[src/verilog/cexc_pkg.sv]
// Package of constants for the exception, interrupt and trap entry unit
package cexc_pkg;

  localparam int unsigned ADDR_W = 32;

  // Vector entry addresses
  localparam logic [31:0] VEC_RESET      = 32'h0000_0000;
  localparam logic [31:0] VEC_SYS_BREAK  = 32'h0000_0010;
  localparam logic [31:0] VEC_UNDEF_OP   = 32'h0000_0020;
  localparam logic [31:0] VEC_MISALIGN   = 32'h0000_0030;
  localparam logic [31:0] VEC_TRAP_BASE  = 32'h0000_0040;
  localparam logic [31:0] VEC_EXT_IRQ    = 32'h0000_0080;

  localparam logic [31:0] TRAP_PC_STEP   = 32'h0000_0004;
  localparam int unsigned TRAP_SHIFT     = 2;

  // Status flag values after reset
  localparam logic        RST_STACK_MODE = 1'h0;
  localparam logic        RST_INT_ENABLE = 1'h0;
  localparam logic        RST_CARRY      = 1'h0;

  // Load/store access sizes
  localparam logic [1:0]  SIZE_BYTE      = 2'h0;
  localparam logic [1:0]  SIZE_HALF      = 2'h1;
  localparam logic [1:0]  SIZE_WORD      = 2'h2;

  // Event codes, one-hot
  typedef enum logic [5:0] {
    CEXC_EV_NONE    = 6'h00,
    CEXC_EV_UNDEF   = 6'h01,
    CEXC_EV_MISAL   = 6'h02,
    CEXC_EV_TRAP    = 6'h04,
    CEXC_EV_SBREAK  = 6'h08,
    CEXC_EV_EXTIRQ  = 6'h10,
    CEXC_EV_RETURN  = 6'h20
  } cexc_event_type;

endpackage

[src/verilog/cexc_align_chk.sv]
// Misaligned load/store detector
`timescale 1ns/1ps
module cexc_align_chk
  import cexc_pkg::*;
(
  input  wire logic [1:0] addr_low,      // Low address bits
  input  wire logic [1:0] access_size,   // Access size code
  input  wire logic       mem_access,    // Load or store active
  output logic            misaligned     // Address not size-aligned
);

  always_comb
  begin
    case (access_size)
      SIZE_HALF: misaligned = mem_access & addr_low[0];
      SIZE_WORD: misaligned = mem_access & (addr_low != 2'h0);
      default:   misaligned = 1'b0;
    endcase
  end

endmodule // cexc_align_chk

[src/verilog/cexc_entry.sv]
// Exception, interrupt and trap entry and return unit of the CPU core
// Functional notes
// - Reserved opcode raises undefined-opcode fault
// - Misaligned load or store raises fault
// - Reset always accepted, never masked
// - Reset has highest priority
// - Trap n selects one of sixteen vectors
// - Non-reset entry saves PC, flags, then branches
// - Each event has its own vector address
// - Only PC and flags saved by hardware
// - Return restores PC and status flags
// - Undefined opcode: cancel, save own address
// - Misaligned access: cancel, save own address
// - Break and irq at word boundary, next PC
// - Trap saves trap address plus four
// - Fixed vector addresses per event kind
// - Entry backs up flags, clears enable, carry
// - Return restores flags and PC from backups
// - Undefined opcode beats coincident external irq
`timescale 1ns/1ps
module cexc_entry
  import cexc_pkg::*;
(
  input  wire logic        sys_clk,          // Core clock, 20 MHz
  input  wire logic        rst_b,            // Synchronous reset, active low
  input  wire logic        instr_valid,      // Instruction in execute stage
  input  wire logic [31:0] instr_pc,         // Address of executing instruction
  input  wire logic [31:0] next_pc,          // Address of following instruction
  input  wire logic        opcode_reserved,  // Decoder found reserved encoding
  input  wire logic        is_trap,          // Trap instruction
  input  wire logic [3:0]  trap_num,         // Trap operand
  input  wire logic        is_return,        // Return-from-handler instruction
  input  wire logic        mem_access,       // Load or store instruction
  input  wire logic [31:0] mem_addr,         // Load/store address
  input  wire logic [1:0]  mem_size,         // Load/store size code
  input  wire logic        wr_back_req,      // Instruction wants register write
  input  wire logic        mem_wr_req,       // Instruction wants memory write
  input  wire logic        system_break_int, // System break request
  input  wire logic        external_irq,     // Request from interrupt controller
  input  wire logic        carry_in,         // Carry flag update from ALU
  input  wire logic        carry_we,         // Carry flag write strobe
  input  wire logic        status_we,        // Live flag write strobe
  input  wire logic        stack_mode_in,    // Stack-mode value to write
  input  wire logic        int_enable_in,    // Interrupt-enable value to write
  output logic             reg_wr_en,        // Gated register write-back
  output logic             mem_wr_en,        // Gated memory write
  output logic             redirect,         // Load pc_target into PC
  output logic [31:0]      pc_target,        // New PC value
  output logic [31:0]      saved_pc,         // Backup PC
  output logic             stack_mode,       // Live stack-mode flag
  output logic             int_enable,       // Live interrupt-enable flag
  output logic             carry,            // Live carry flag
  output logic             saved_stack_mode, // Backup stack-mode
  output logic             saved_int_enable, // Backup interrupt-enable
  output logic             saved_carry,      // Backup carry
  output logic             undefined_opcode_fault,  // Fault pulse
  output logic             misaligned_access_fault, // Fault pulse
  output logic             exception_event          // Any entry this cycle
);

  logic           misaligned;
  logic           word_bound;
  logic           irq_ok;
  cexc_event_type ev_next;
  logic [31:0]    vec_next;
  logic [31:0]    bpc_next;

  // ----------------------------------------
  // Event detection and priority
  // ----------------------------------------
  cexc_align_chk u_align (
    .addr_low    (mem_addr[1:0]),
    .access_size (mem_size),
    .mem_access  (mem_access & instr_valid),
    .misaligned  (misaligned)
  );

  assign word_bound = (next_pc[1:0] == 2'h0);
  assign irq_ok     = instr_valid & word_bound;

  // Faults outrank requests sampled at the same boundary
  always_comb
  begin
    if (instr_valid & opcode_reserved)
      ev_next = CEXC_EV_UNDEF;
    else if (misaligned)
      ev_next = CEXC_EV_MISAL;
    else if (instr_valid & is_trap)
      ev_next = CEXC_EV_TRAP;
    else if (instr_valid & is_return)
      ev_next = CEXC_EV_RETURN;
    else if (irq_ok & system_break_int)
      ev_next = CEXC_EV_SBREAK;
    else if (irq_ok & int_enable & external_irq)
      ev_next = CEXC_EV_EXTIRQ;
    else
      ev_next = CEXC_EV_NONE;
  end

  always_comb
  begin
    vec_next = VEC_RESET;
    bpc_next = saved_pc;
    case (ev_next)
      CEXC_EV_UNDEF:  begin vec_next = VEC_UNDEF_OP;  bpc_next = instr_pc; end
      CEXC_EV_MISAL:  begin vec_next = VEC_MISALIGN;  bpc_next = instr_pc; end
      CEXC_EV_TRAP:
      begin
        vec_next = VEC_TRAP_BASE + {26'h0, trap_num, 2'h0};
        bpc_next = instr_pc + TRAP_PC_STEP;
      end
      CEXC_EV_SBREAK: begin vec_next = VEC_SYS_BREAK; bpc_next = next_pc;  end
      CEXC_EV_EXTIRQ: begin vec_next = VEC_EXT_IRQ;   bpc_next = next_pc;  end
      CEXC_EV_RETURN: begin vec_next = {saved_pc[31:2], 2'h0}; end
      CEXC_EV_NONE:   begin vec_next = VEC_RESET; end
      default:        begin vec_next = VEC_RESET; end
    endcase
  end

  // ----------------------------------------
  // Side-effect gating
  // ----------------------------------------
  // Cancelled instructions must not commit
  assign reg_wr_en = wr_back_req & instr_valid & rst_b
                     & (ev_next != CEXC_EV_UNDEF) & (ev_next != CEXC_EV_MISAL);
  assign mem_wr_en = mem_wr_req & instr_valid & rst_b
                     & (ev_next != CEXC_EV_UNDEF) & (ev_next != CEXC_EV_MISAL);

  // ----------------------------------------
  // Redirect and backup PC
  // ----------------------------------------
  always_ff @(posedge sys_clk)
  begin
    if (!rst_b)
    begin
      redirect  <= 1'b1;
      pc_target <= VEC_RESET;
      exception_event <= 1'b1;
      undefined_opcode_fault  <= 1'b0;
      misaligned_access_fault <= 1'b0;
    end
    else
    begin
      redirect  <= (ev_next != CEXC_EV_NONE);
      pc_target <= vec_next;
      exception_event <= (ev_next != CEXC_EV_NONE) & (ev_next != CEXC_EV_RETURN);
      undefined_opcode_fault  <= (ev_next == CEXC_EV_UNDEF);
      misaligned_access_fault <= (ev_next == CEXC_EV_MISAL);
    end
  end

  // Cleared by reset although software must treat it as undefined
  always_ff @(posedge sys_clk)
  begin
    if (!rst_b)
      saved_pc <= 32'h0000_0000;
    else if ((ev_next != CEXC_EV_NONE) & (ev_next != CEXC_EV_RETURN))
      saved_pc <= bpc_next;
  end

  // ----------------------------------------
  // Status flags and backups
  // ----------------------------------------
  always_ff @(posedge sys_clk)
  begin
    if (!rst_b)
    begin
      stack_mode <= RST_STACK_MODE;
      int_enable <= RST_INT_ENABLE;
      carry      <= RST_CARRY;
      saved_stack_mode <= RST_STACK_MODE;
      saved_int_enable <= RST_INT_ENABLE;
      saved_carry      <= RST_CARRY;
    end
    else if (ev_next == CEXC_EV_RETURN)
    begin
      stack_mode <= saved_stack_mode;
      int_enable <= saved_int_enable;
      carry      <= saved_carry;
    end
    else if (ev_next != CEXC_EV_NONE)
    begin
      saved_stack_mode <= stack_mode;
      saved_int_enable <= int_enable;
      saved_carry      <= carry;
      int_enable <= 1'b0;
      carry      <= 1'b0;
      if ((ev_next == CEXC_EV_SBREAK) | (ev_next == CEXC_EV_EXTIRQ))
        stack_mode <= 1'b0;
    end
    else
    begin
      // Software sets the flags; without this no interrupt could ever be enabled
      if (status_we & instr_valid)
      begin
        stack_mode <= stack_mode_in;
        int_enable <= int_enable_in;
      end
      if (carry_we & instr_valid)
        carry <= carry_in;
    end
  end
endmodule // cexc_entry

[config.mk]
export PLATFORM = sky130hd
export DESIGN_NAME = cexc_entry
export DESIGN_NICKNAME = d
export VERILOG_FILES = /design/src/verilog/cexc_pkg.sv /design/src/verilog/cexc_align_chk.sv /design/src/verilog/cexc_entry.sv
export SDC_FILE = /design/constraint.sdc
export NUM_CORES = 1
export LEC_CHECK = 0
export ABC_CLOCK_PERIOD_IN_PS = 6630
export BUFFER_PORTS_ARGS = -buffer_cell sky130_fd_sc_hd__buf_4
export CORE_MARGIN = 2
export CORE_UTILIZATION = 41
export CTS_BUF_LIST = sky130_fd_sc_hd__clkbuf_8
export DETAILED_ROUTE_END_ITERATION = 10
export PLACE_DENSITY = 0.74
export SYNTH_ARGS = -nofsm -noshare
export SYNTH_HDL_FRONTEND = slang
export SYNTH_SLANG_ARGS = --single-unit
[constraint.sdc]
create_clock -name sys_clk -period 6.63 [get_ports sys_clk]
set_input_delay 1.326 -clock sys_clk [delete_from_list [all_inputs] [get_ports sys_clk]]
set_output_delay 1.326 -clock sys_clk [all_outputs]
set_load 0.01 [all_outputs]
### After elaboration in Yosys (flattened, before gate mapping)

Cells that the tools add are included.

| storage, ports and cells | value |
|---|---|
| output and inout port bits | 76 |
| register bits | 74 |

| cells by class | value |
|---|---|
| add/subtract/negate cells | 2 |
| equal/unequal tests | 12 |
| muxes and demuxes | 19 |
| reductions and logical operators | 11 |
| bitwise logic cells | 23 |

Operators with widths:

| operator | count |
|---|---|
| $pmux W32 S6 | 1 |
| $pmux W32 S3 | 1 |
| $add A32 B3 Y32 const B | 1 |
| $mux W6 | 4 |
| $and A1 B1 Y1 | 21 |
| $mux W1 | 10 |
| $mux W5 | 2 |
| $reduce_bool A3 Y1 | 3 |
| $add A7 B6 Y8 const A | 1 |
| $eq A6 B1 Y1 const B | 1 |
| $eq A6 B2 Y1 const B | 1 |
| $eq A6 B3 Y1 const B | 1 |
| $eq A6 B4 Y1 const B | 1 |
| $eq A6 B5 Y1 const B | 1 |
| $eq A6 B6 Y1 const B | 1 |
| $ne A6 B1 Y1 const B | 1 |
| $ne A6 B2 Y1 const B | 1 |
| $ne A6 B6 Y1 const B | 1 |
| $reduce_and A2 Y1 | 3 |
| $reduce_bool A6 Y1 | 1 |
| $reduce_or A2 Y1 | 2 |
| $ne A3 B1 Y1 const B | 1 |
| $eq A2 B1 Y1 const B | 1 |
| $eq A2 B2 Y1 const B | 1 |
| other kinds (5) | 5 |

### Logic depth before layout (Yosys ltp)

Gate-level depths: netlist of the first run.

| depth | value |
|---|---|
| depth in word-level cells | 15 |
| gate-level depth with buffers | 9 |
| depth with buffers taken out | 7 |

### Hierarchy

From an unflattened synthesis of the first run, not the netlist that was laid out.

| second synthesis, totals | value |
|---|---|
| cells, all modules | 418 |
| area, all modules | 3543.4 um^2 |

Modules (own cells, without submodules):

| module | cells an instance | area each (um^2) | times used | seq. area each (um^2) |
|---|---|---|---|---|
| cexc_entry | 414 | 3509.6 | 1 | 1441.4 |
| cexc_align_chk | 4 | 33.8 | 1 | 0.0 |

### Worst setup path before layout of the first run

OpenSTA, ideal clock, no wires.

| timing path | value |
|---|---|
| path type | input-to-output |
| start point | input port mem_size[0] |
| end point | output port mem_wr_en |
| stages on the path | 7 |
| arrival | 2.687 ns |
| path slack | 2.617 ns |
| buffers on the path | 2 |
| data required time | 5.304 ns |
| path through | inv_1 ha_1 and3b_1 buf_6 a21oi_2 buf_2 and4_1 |

| between the ends | value |
|---|---|
| word-level cells in the longest chain between the ends | 7 |

Ends and longest elaborated chain:

| item | RTL line | RTL |
|---|---|---|
| start: declaration | cexc_entry.sv:35 | `input wire logic [1:0] mem_size,` |
| $eq A2 B2 Y1 / $eq A2 B1 Y1 (equally long branches) | cexc_align_chk.sv:14 | `case (access_size)` |
| $pmux W1 S2 (*) | cexc_align_chk.sv:14 |  |
| $mux W6 (*) | cexc_entry.sv:86 | `else if (misaligned)` |
| $mux W6 (*) | cexc_entry.sv:84 | `if (instr_valid & opcode_reserved)` |
| $ne A6 B1 Y1 | cexc_entry.sv:127 | `& (ev_next != CEXC_EV_UNDEF) & (ev_next != CEXC_EV_MISAL);` |
| $and A1 B1 Y1 | cexc_entry.sv:127 |  |
| $and A1 B1 Y1 (*) | cexc_entry.sv:127 |  |
| end: declaration | cexc_entry.sv:46 | `output logic mem_wr_en,` |

Every way passes the cells marked *; elsewhere a longest branch is shown, timed or not.

### Worst setup path in the final report of the first run

Same ends and word-level chain as after synthesis.

==> implementation parameters, run 1 <==
Parameter                              Value

Clock network
  TritonCTS clock tree    yes
  Total clock buffers created by CTS    9
  Post-CTS repair timing setup buffer count    0
  Number of sinks on the clock net    72
  Clock transition time at the flip-flop clock pins of the worst setup and hold paths    0.08 ns
  Number of buffers inserted by hold repair at cts    0
  Root cell of the clock tree    sky130_fd_sc_hd__clkbuf_8
  Clock latency reported for the late side of the worst-skew pair    0.35 ns
  Number of buffers on the longest clock path    2
  Cts repair resizes    0
  CTS H-Tree Depth    3

Critical path
  Launching element type of the critical path    input pin
  Worst flop-to-flop path endpoint    pc_target[4]$_SDFF_PN0_
  Setup crit end kind    output port
  Endpoint required time on the critical path    5.30 ns
  Stage delay of the slowest cell on the critical path    0.46 ns
  Most frequent cell on the critical path    sky130_fd_sc_hd__buf_4
  R2R Setup Slk    3.93 ns
  Critical-path cell list    buf_4, inv_1, ha_1, and3b_1, a21oi_2, and4_1, buf_4
  Reg-to-reg critical path startpoint    int_enable$_SDFFE_PN0P_
  CP Max Fanout    5
  Slowest stage cell on the critical path    sky130_fd_sc_hd__and3b_1
  Cell family with most CP delay    simple AND/OR/NAND/NOR gates
  Endpoint arrival time on the critical path    2.68 ns
  Sum of buffers and inverters on the critical path    3
  Path depth of the worst reg2reg path    5
  Start-to-end type of the worst setup path    input pin to output port

Hold path
  Worst hold path depth    2
  Startpoint of the most critical hold path    saved_pc[1]$_SDFFE_PN0P_
  Hold/Removal Path Class    flop to flop
  Destination of the worst hold path    saved_pc[1]$_SDFFE_PN0P_

STA
  Number of pins with negative max-slew slack in the final report    0
  Slew at the pin closest to its max-slew limit    0.867 ns
  Sum of negative setup slack    0 ns
  Unrepaired setup endpoints after global routing    no
  Worst Clk Skew    0.00648 ns
  Final setup viols    0
  Slew Limit Headroom    41.8%
  Period utilization    60.4%
  Post-layout minimum cycle time    4.00 ns
  Maximum clock rate    250 MHz
  Final Hold Violating Endpoints    0

Routing
  Detailed-route wire length per cell    17.8 microns
  Drt via density    5.70
  Detailed-route DRC error count    0
  DRT Pass-1 Iters    4
  Final ANT Viol Nets    0
  Violation count after the first detailed-route iteration    286
  Via count    3920
  Wire length reported by the detailed router    12200 microns

Die
  Area of the die    9720 sq um
  Y dimension of the die    98.6 microns
  Row cnt    34
  Starting Density    42.3%
  Area of the core    8680 sq um
  Die X-Extent    98.6 microns
  Ports placed on the boundary    194

GRT
  Antenna violations before repair    0
  Vias in the first global route    3835
  Wire length of the first global-routing pass    19500 microns
  Overall fraction of global-route tracks in use    24.9%
  Pin count of the biggest net entering global routing    71
  Remaining Overflow, GRT    0

Finish
  Most common cell after layout, fill and taps aside    sky130_fd_sc_hd__buf_4
  Filler instances    782
  Antenna diode count    0
  Final core utilization    59.0%
  Area added between synthesis and finish    39.6%
  Count of nets after finishing    695
  Ratio of cells with drive above 1 in the final layout    35.7%
  Most used cells in the layout excluding fill and tap cells    sky130_fd_sc_hd__buf_4, sky130_fd_sc_hd__dfxtp_1, sky130_fd_sc_hd__o21ai_0

Synthesis
  Cell taking the most area after synthesis    sky130_fd_sc_hd__dfxtp_1
  Per-instance average area after synthesis    8.57 sq um
  Share of the synthesized area in the top cell type    39.3%
  Count of state elements after synthesis    72
  Most frequently used flop master after synthesis    sky130_fd_sc_hd__dfxtp_1
  Share of synthesized flip-flops with an asynchronous set or reset    0%
  Library cells used by synthesis    69
  Count of mapped cells out of synthesis    428
  Number of synthesized flops with an enable pin    0
  Sequential cell area fraction in the yosys report    39.3%
  Post-Synthesis Cell Area    3670 sq um
  YS warnings    0
  Leading post-synthesis cells by cell area    sky130_fd_sc_hd__dfxtp_1, sky130_fd_sc_hd__o21ai_0, sky130_fd_sc_hd__and3_1, sky130_fd_sc_hd__mux2_2, sky130_fd_sc_hd__nand2_1

Power
  Power density cells    211 nW/um^2
  Worst ir drop on vdd    126 uV
  Leakage power summed over all cells    2.28 nW

Place
  Final weighted congestion in routability-driven placement    0.900
  Count of input and output buffers    161
  Estimated wirelength of the detail-placed design    8900 microns

Run
  Max-cap check violation count    0

Outcome
  Outcome    completed
## power by group
| group | switching [mW] | total (mW) | internal [mW] |
|---|---|---|---|
| Clock | 0.177 | 0.390 | 0.212 |
| Combinational | 0.111 | 0.215 | 0.104 |
| Sequential | 0.0174 | 0.474 | 0.456 |
## kinds of logic (layout without fill, tap and decap cells)
logic type | count (synthesis) | in the layout | share of synthesized area, %
adder cells (fa/ha/maj) | 2 | 2 | 0.682
XOR/XNOR | 9 | 9 | 2.15
buffers and inverters | 39 | 190 | 5.08
other | 1 | 2 | 0.102
AND/OR/NAND/NOR | 157 | 157 | 24.4
AO/OA/AOI/OAI | 132 | 132 | 23.5
flip-flops | 72 | 72 | 39.3
multiplexers | 16 | 16 | 4.81
## synthesized netlist by cell type, types with 3 or more instances
| library cell | n |
|---|---|
| sky130_fd_sc_hd__a21boi_0 | 3 |
| sky130_fd_sc_hd__mux2_2 | 12 |
| sky130_fd_sc_hd__a211oi_1 | 4 |
| sky130_fd_sc_hd__nand3_1 | 18 |
| sky130_fd_sc_hd__a31oi_1 | 9 |
| sky130_fd_sc_hd__o21ai_0 | 47 |
| sky130_fd_sc_hd__xnor2_1 | 6 |
| sky130_fd_sc_hd__or3_1 | 3 |
| sky130_fd_sc_hd__nand2_1 | 33 |
| sky130_fd_sc_hd__o211ai_1 | 6 |
| sky130_fd_sc_hd__a21oi_1 | 24 |
| sky130_fd_sc_hd__dfxtp_1 | 72 |
| sky130_fd_sc_hd__o32ai_1 | 3 |
| sky130_fd_sc_hd__xor2_1 | 3 |
| sky130_fd_sc_hd__and2_1 | 3 |
| sky130_fd_sc_hd__o21ai_1 | 4 |
| sky130_fd_sc_hd__inv_1 | 9 |
| sky130_fd_sc_hd__and4_1 | 3 |
| sky130_fd_sc_hd__nand4_1 | 8 |
| sky130_fd_sc_hd__buf_4 | 3 |
| sky130_fd_sc_hd__nor2_1 | 23 |
| sky130_fd_sc_hd__buf_2 | 11 |
| sky130_fd_sc_hd__nor4_1 | 6 |
| sky130_fd_sc_hd__and3_1 | 30 |
| sky130_fd_sc_hd__nor3_1 | 13 |
| sky130_fd_sc_hd__clkbuf_1 | 14 |
| sky130_fd_sc_hd__mux2i_1 | 3 |
## registers in the layout, summed over array words and instances, names as in the netlist
| signal | flops |
|---|---|
| carry | 1 |
| exception_event | 1 |
| int_enable | 1 |
| misaligned_access_fault | 1 |
| pc_target | 30 |
| redirect | 1 |
| saved_carry | 1 |
| saved_int_enable | 1 |
| saved_pc | 32 |
| saved_stack_mode | 1 |
| stack_mode | 1 |
| undefined_opcode_fault | 1 |
## layout make-up
type / instances / area (sq um) / share of cell area (%)
multi-input cells: 318 / 2050 / 40.1
flip-flops and latches: 72 / 1440 / 28.1
repair buffers: 165 / 1240 / 24.2
well taps: 108 / 135 / 2.64
clock buffers: 9 / 124 / 2.42
clock inverters: 7 / 96.3 / 1.88
inverters: 9 / 33.8 / 0.660
## worst max-delay path by stage
stage                      startpoint                 endpoint  slack (ns)  cells after the start
after floorplan           mem_size[0]                mem_wr_en        2.62                      7
after global placement    mem_size[1]  pc_target[4]$_SDFF_PN0_        2.31                      7
after detailed placement  mem_size[0]  pc_target[4]$_SDFF_PN0_        2.32                      8
after CTS                 mem_size[0]                mem_wr_en        2.62                      7
after global routing      mem_size[0]  pc_target[4]$_SDFF_PN0_        2.36                      8
final                     mem_size[0]                mem_wr_en        2.63                      7
## per-stage QoR
stage	setup slack (ns)	cell area (sq um)	hold WS, ns	total power [mW]	instances
after floorplan	2.62	3670	0.491	0.584	429
after global placement	2.31	4900	0.457	0.692	672
after detailed placement	2.32	4900	0.472	0.697	672
after CTS	2.62	5120	0.484	1.09	688
after global routing	2.36	5120	0.500	1.12	688
final	2.63	5120	0.481	1.08	688
## metal layers
layer	wire [microns]	GRT usage, %	share of wire, %
met3	983	4.61	8.0
met2	5730	41.1	47
met5	0	0	0
met4	270	9.59	2.2
met1	5230	32.4	43
## worst min-delay path, cell delays in order, from the launching register on
cell,delay (ns)
sky130_fd_sc_hd__dfxtp_1,0.32
sky130_fd_sc_hd__nand3_1,0.06
sky130_fd_sc_hd__a21boi_1,0.06
Note: power is estimated with default switching activity, not from simulation.
==> run 2: changes to the inputs <==
--- a/config.mk
+++ b/config.mk
@@ -5,13 +5,13 @@
 export SDC_FILE = /design/constraint.sdc
 export NUM_CORES = 1
 export LEC_CHECK = 0
-export ABC_CLOCK_PERIOD_IN_PS = 6630
+export ABC_CLOCK_PERIOD_IN_PS = 3600
 export BUFFER_PORTS_ARGS = -buffer_cell sky130_fd_sc_hd__buf_4
 export CORE_MARGIN = 2
 export CORE_UTILIZATION = 41
 export CTS_BUF_LIST = sky130_fd_sc_hd__clkbuf_8
 export DETAILED_ROUTE_END_ITERATION = 10
-export PLACE_DENSITY = 0.74
+export PLACE_DENSITY = 0.77
 export SYNTH_ARGS = -nofsm -noshare
 export SYNTH_HDL_FRONTEND = slang
 export SYNTH_SLANG_ARGS = --single-unit
==> constraint.sdc (replaced) <==
create_clock -name sys_clk -period 3.6 [get_ports sys_clk]
set_input_delay 0.72 -clock sys_clk [delete_from_list [all_inputs] [get_ports sys_clk]]
set_output_delay 0.72 -clock sys_clk [all_outputs]
set_load 0.01 [all_outputs]
==> implementation parameters, run 2 (same netlist as run 1, synthesis figures left out) <==
Parameter                              Value

Outcome
  Outcome    completed

Routing
  Total length of routed met3 wires    886 microns
  Violation count after the first detailed-route iteration    203
  Detailed-route wire length per cell    17.3 microns
  Wire length reported by the detailed router    12000 microns
  Detailed-route DRC error count    0
  Drt via density    5.65
  Via count    3912
  Highest metal layer with signal wires    met4
  Met2 wire length    5630 microns
  DRT Pass-1 Iters    5
  Met1 Routed Length    5240 microns
  Final ANT Viol Nets    0

STA
  Worst Clk Skew    0.0107 ns
  Number of pins with negative max-slew slack in the final report    0
  Hold Worst Slack    0.478 ns
  Unrepaired setup endpoints after global routing    no
  Final setup viols    0
  Post-layout minimum cycle time    2.80 ns
  Maximum clock rate    357 MHz
  Slew Limit Headroom    42.0%
  Sum of negative setup slack    0 ns
  Slew at the pin closest to its max-slew limit    0.865 ns
  Period utilization    77.8%
  Final Hold Violating Endpoints    0

Finish
  Largest registers    saved_pc (32), pc_target (30)
  Most common cell after layout, fill and taps aside    sky130_fd_sc_hd__buf_4
  Antenna diode count    0
  Count of nets after finishing    702
  Filler instances    800
  Ratio of cells with drive above 1 in the final layout    36.4%
  Number of flip-flops in the largest register    32
  Area added between synthesis and finish    41.3%
  Register with the most flip-flops    saved_pc
  Most used cells in the layout excluding fill and tap cells    sky130_fd_sc_hd__buf_4, sky130_fd_sc_hd__dfxtp_1, sky130_fd_sc_hd__o21ai_0
  Finished Cell Area    5180 sq um
  Final std cells w/o fill    693

Power
  Leakage power summed over all cells    2.32 nW
  Worst ir drop on vdd    228 uV
  Power density cells    393 nW/um^2
  Final total power    2.04 mW

Die
  Starting Density    42.3%
  Y dimension of the die    98.6 microns
  Area of the core    8680 sq um
  Area of the die    9720 sq um
  Row cnt    34
  Ports placed on the boundary    194
  Die X-Extent    98.6 microns

Critical path
  Reg-to-reg critical path startpoint    int_enable$_SDFFE_PN0P_
  Launching element type of the critical path    input pin
  Setup crit end kind    output port
  CP Max Fanout    5
  Start-to-end type of the worst setup path    input pin to output port
  Path depth of the worst reg2reg path    6
  R2R Setup Slk    1.63 ns
  Worst flop-to-flop path endpoint    pc_target[3]$_SDFF_PN0_
  Endpoint arrival time on the critical path    2.08 ns
  Endpoint required time on the critical path    2.88 ns

GRT
  Remaining Overflow, GRT    0
  Wire length of the first global-routing pass    18700 microns
  Overall fraction of global-route tracks in use    23.8%
  Pin count of the biggest net entering global routing    69
  Vias in the first global route    3845
  Antenna violations before repair    0

Place
  Number of cells after detailed placement    679
  Estimated wirelength of the detail-placed design    8780 microns
  Post-DP Area    4950 sq um
  Final weighted congestion in routability-driven placement    0.873
  Count of input and output buffers    161

Clock network
  Number of sinks on the clock net    72
  Clock latency reported for the late side of the worst-skew pair    0.34 ns
  CTS H-Tree Depth    3
  Total clock buffers created by CTS    9
  Cts repair resizes    0
  Root cell of the clock tree    sky130_fd_sc_hd__clkbuf_8
  Number of buffers inserted by hold repair at cts    0
  Clock transition time at the flip-flop clock pins of the worst setup and hold paths    0.08 ns
  Post-CTS repair timing setup buffer count    0
  TritonCTS clock tree    yes
  Number of buffers on the longest clock path    2

Hold path
  Startpoint of the most critical hold path    saved_pc[0]$_SDFFE_PN0P_
  Hold/Removal Path Class    flop to flop
  Destination of the worst hold path    saved_pc[0]$_SDFFE_PN0P_
  Worst hold path depth    2

Run
  Max-cap check violation count    0
## run 2: cell types whose count changed in the layout (fill, tap and decap cells not counted)
cell                         delta
sky130_fd_sc_hd__clkinvlp_4     -1
sky130_fd_sc_hd__clkinv_4       -1
sky130_fd_sc_hd__bufinv_16      +1
sky130_fd_sc_hd__buf_4          +7
sky130_fd_sc_hd__inv_1          -1
## run 2: critical path: stages
cell	delay, ns
sky130_fd_sc_hd__buf_4	0.07
sky130_fd_sc_hd__inv_1	0.03
sky130_fd_sc_hd__ha_1	0.28
sky130_fd_sc_hd__and3b_1	0.46
sky130_fd_sc_hd__a21oi_2	0.14
sky130_fd_sc_hd__and4_1	0.23
sky130_fd_sc_hd__buf_4	0.14
## run 2: layer usage
metal,GRT usage [%],vias to the layer above
li1,-,1888
met4,8.22,0
met3,3.76,18
met1,31.2,1823
met5,0,-
met2,39.8,183
## run 2: cell type report
class | count | area (sq um) | area share [%]
tap | 108 | 135 | 2.61
timing repair buffer | 172 | 1290 | 24.9
clock buffer | 9 | 124 | 2.39
sequential | 72 | 1440 | 27.8
multi-input combinational | 318 | 2050 | 39.6
clock inverter | 5 | 106 | 2.05
inverter | 9 | 33.8 | 0.652
## run 2: how the worst max path moves through the flow
stage	startpoint	endpoint	slack, ns	depth (start not counted)
global route	mem_size[0]	mem_wr_en	0.74	7
CTS	mem_size[0]	mem_wr_en	0.79	7
global placement	mem_size[0]	pc_target[4]$_SDFF_PN0_	0.78	8
detailed placement	mem_size[0]	mem_wr_en	0.80	7
finish	mem_size[0]	mem_wr_en	0.80	7
floorplan	mem_size[0]	mem_wr_en	0.80	7
## run 2: metrics by stage
stage	setup WS, ns	util (%)
CTS	0.789	59.7
global route	0.736	59.7
global placement	0.778	57.1
finish	0.800	59.7
detailed placement	0.798	57.1
floorplan	0.799	-
## run 2: power breakdown
group	switching, mW	leakage, nW	total, mW	internal (mW)
clock	0.309	0.112	0.764	0.456
sequential	0.0314	0.590	0.872	0.841
combinational	0.205	1.62	0.400	0.195
total	0.545	2.32	2.04	1.49
==> run 3: changes to the inputs <==
--- a/config.mk
+++ b/config.mk
@@ -5,7 +5,7 @@
 export SDC_FILE = /design/constraint.sdc
 export NUM_CORES = 1
 export LEC_CHECK = 0
-export ABC_CLOCK_PERIOD_IN_PS = 3600
+export ABC_CLOCK_PERIOD_IN_PS = 2500
 export BUFFER_PORTS_ARGS = -buffer_cell sky130_fd_sc_hd__buf_4
 export CORE_MARGIN = 2
 export CORE_UTILIZATION = 41
==> constraint.sdc (replaced) <==
create_clock -name sys_clk -period 2.5 [get_ports sys_clk]
set_input_delay 0.5 -clock sys_clk [delete_from_list [all_inputs] [get_ports sys_clk]]
set_output_delay 0.5 -clock sys_clk [all_outputs]
set_load 0.01 [all_outputs]
==> implementation parameters, run 3 (same netlist as run 1, synthesis figures left out) <==
Parameter                              Value

Place
  DP Worst Slack    0.110 ns
  Number of cells after detailed placement    690
  Final weighted congestion in routability-driven placement    0.833
  Estimated wirelength of the detail-placed design    8820 microns
  Count of input and output buffers    161

Power
  Fraction of power consumed by combinational cells    21.1%
  Net Switching    0.832 mW
  Clock network fraction of total power    34.5%
  Leakage power summed over all cells    2.37 nW
  Worst ir drop on vdd    306 uV
  Sequential power share    44.3%
  Switching share of power    29.4%
  Cell-internal power    2.00 mW
  Power density cells    537 nW/um^2

STA
  Maximum clock rate    428 MHz
  Slew at the pin closest to its max-slew limit    0.525 ns
  Hold Worst Slack    0.398 ns
  Sum of negative setup slack    0 ns
  Post-layout minimum cycle time    2.34 ns
  Period utilization    93.4%
  Minimum setup slack in the final design    0.164 ns
  Slew Limit Headroom    64.8%
  Unrepaired setup endpoints after global routing    no
  Final Hold Violating Endpoints    0
  Final setup viols    0
  Number of pins with negative max-slew slack in the final report    0
  Worst Clk Skew    0.0101 ns

Clock network
  Post-CTS repair timing setup buffer count    0
  CTS H-Tree Depth    3
  Cts repair resizes    0
  Clock transition time at the flip-flop clock pins of the worst setup and hold paths    0.08 ns
  Number of sinks on the clock net    72
  TritonCTS clock tree    yes
  Number of buffers inserted by hold repair at cts    0
  Total clock buffers created by CTS    9
  Number of buffers on the longest clock path    2
  Clock latency reported for the late side of the worst-skew pair    0.35 ns
  Root cell of the clock tree    sky130_fd_sc_hd__clkbuf_8

Routing
  DRT Pass-1 Iters    5
  Wire length reported by the detailed router    12000 microns
  Violation count after the first detailed-route iteration    215
  Drt via density    5.63
  Detailed-route DRC error count    0
  Via count    3974
  Final ANT Viol Nets    0
  Detailed-route wire length per cell    17.0 microns

Finish
  Most common cell after layout, fill and taps aside    sky130_fd_sc_hd__buf_4
  Most used cells in the layout excluding fill and tap cells    sky130_fd_sc_hd__buf_4, sky130_fd_sc_hd__dfxtp_1, sky130_fd_sc_hd__o21ai_0
  Ratio of cells with drive above 1 in the final layout    37.8%
  Largest registers    saved_pc (32), pc_target (30)
  Register with the most flip-flops    saved_pc
  Final std cells w/o fill    706
  Filler instances    786
  Number of flip-flops in the largest register    32
  Antenna diode count    0
  Area added between synthesis and finish    43.9%
  Count of nets after finishing    713

GRT
  Wire length of the first global-routing pass    18400 microns
  Pin count of the biggest net entering global routing    43
  Vias in the first global route    3775
  Remaining Overflow, GRT    0
  Overall fraction of global-route tracks in use    23.7%
  Antenna violations before repair    0

Die
  Y dimension of the die    98.6 microns
  Ports placed on the boundary    194
  Area of the die    9720 sq um
  Area of the core    8680 sq um
  Row cnt    34
  Starting Density    42.3%
  Die X-Extent    98.6 microns

Run
  Max-cap check violation count    0

Critical path
  Endpoint arrival time on the critical path    1.84 ns
  Endpoint required time on the critical path    2.00 ns
  Slowest stage cell on the critical path    sky130_fd_sc_hd__and3b_1
  Start-to-end type of the worst setup path    input pin to output port
  Setup crit end kind    output port
  CP Max Fanout    5
  Critical-path cell list    buf_4, inv_1, ha_1, and3b_1, a21oi_2, and4_1, buf_4
  Most frequent cell on the critical path    sky130_fd_sc_hd__buf_4
  Launching element type of the critical path    input pin
  Stage delay of the slowest cell on the critical path    0.41 ns

Hold path
  Hold/Removal Path Class    input pin to flop

Outcome
  Outcome    completed
run 3: area by class of cell:
cell class | count | area [sq um] | area share, %
Inverter | 9 | 33.8 | 0.640
Sequential cell | 72 | 1440 | 27.3
Multi-Input combinational cell | 318 | 2050 | 38.9
Clock inverter | 6 | 66.3 | 1.26
Tap cell | 108 | 135 | 2.56
Clock buffer | 10 | 138 | 2.61
Timing Repair Buffer | 183 | 1410 | 26.7
run 3: power by group through the flow:
| stage | clock (mW) | sequential (mW) | combinational [mW] |
|---|---|---|---|
| 2_1_floorplan | 0 | 1.30 | 0.248 |
| 3_3_place_gp | 0 | 1.28 | 0.588 |
| 3_5_place_dp | 0 | 1.28 | 0.595 |
| 4_1_cts | 0.995 | 1.26 | 0.597 |
| 5_1_grt | 1.03 | 1.26 | 0.649 |
| 6_report | 0.978 | 1.26 | 0.599 |
run 3: per-layer routing:
| metal | part of all wire, % | wire, microns | global-route usage, % | vias to the layer above |
|---|---|---|---|---|
| met3 | 8.2 | 979 | 3.33 | 23 |
| li1 | - | - | - | 1910 |
| met2 | 47 | 5630 | 38.9 | 202 |
| met1 | 43 | 5110 | 31.2 | 1839 |
| met5 | 0 | 0 | 0 | - |
| met4 | 2.2 | 263 | 10.4 | 0 |
run 3: path summary, 6_finish.rpt:
check,start,to,slack (ns),depth (start not counted)
worst max-delay path,mem_size[0],reg_wr_en,0.16,7
worst min-delay path,instr_pc[0],saved_pc[0]$_SDFFE_PN0P_,0.40,3
worst max register to register,int_enable$_SDFFE_PN0P_,saved_pc[10]$_SDFFE_PN0P_,0.87,6
worst min register to register,saved_pc[1]$_SDFFE_PN0P_,saved_pc[1]$_SDFFE_PN0P_,0.47,2
run 3: per-stage QoR:
stage	utilization [%]	total power, mW	area [sq um]
global placement	58.5	1.87	5070
finish	60.8	2.83	5280
global route	60.8	2.94	5280
floorplan	-	1.55	3670
detailed placement	58.5	1.88	5070
CTS	60.8	2.85	5280
run 3: worst max-delay path: cells and delay by family:
| kind | cells | cell delay (ns) |
|---|---|---|
| AND/OR/NAND/NOR | 2 | 0.64 |
| buffers and inverters | 3 | 0.24 |
| AO/OA/AOI/OAI | 1 | 0.16 |
| adder cells (fa/ha/maj) | 1 | 0.29 |
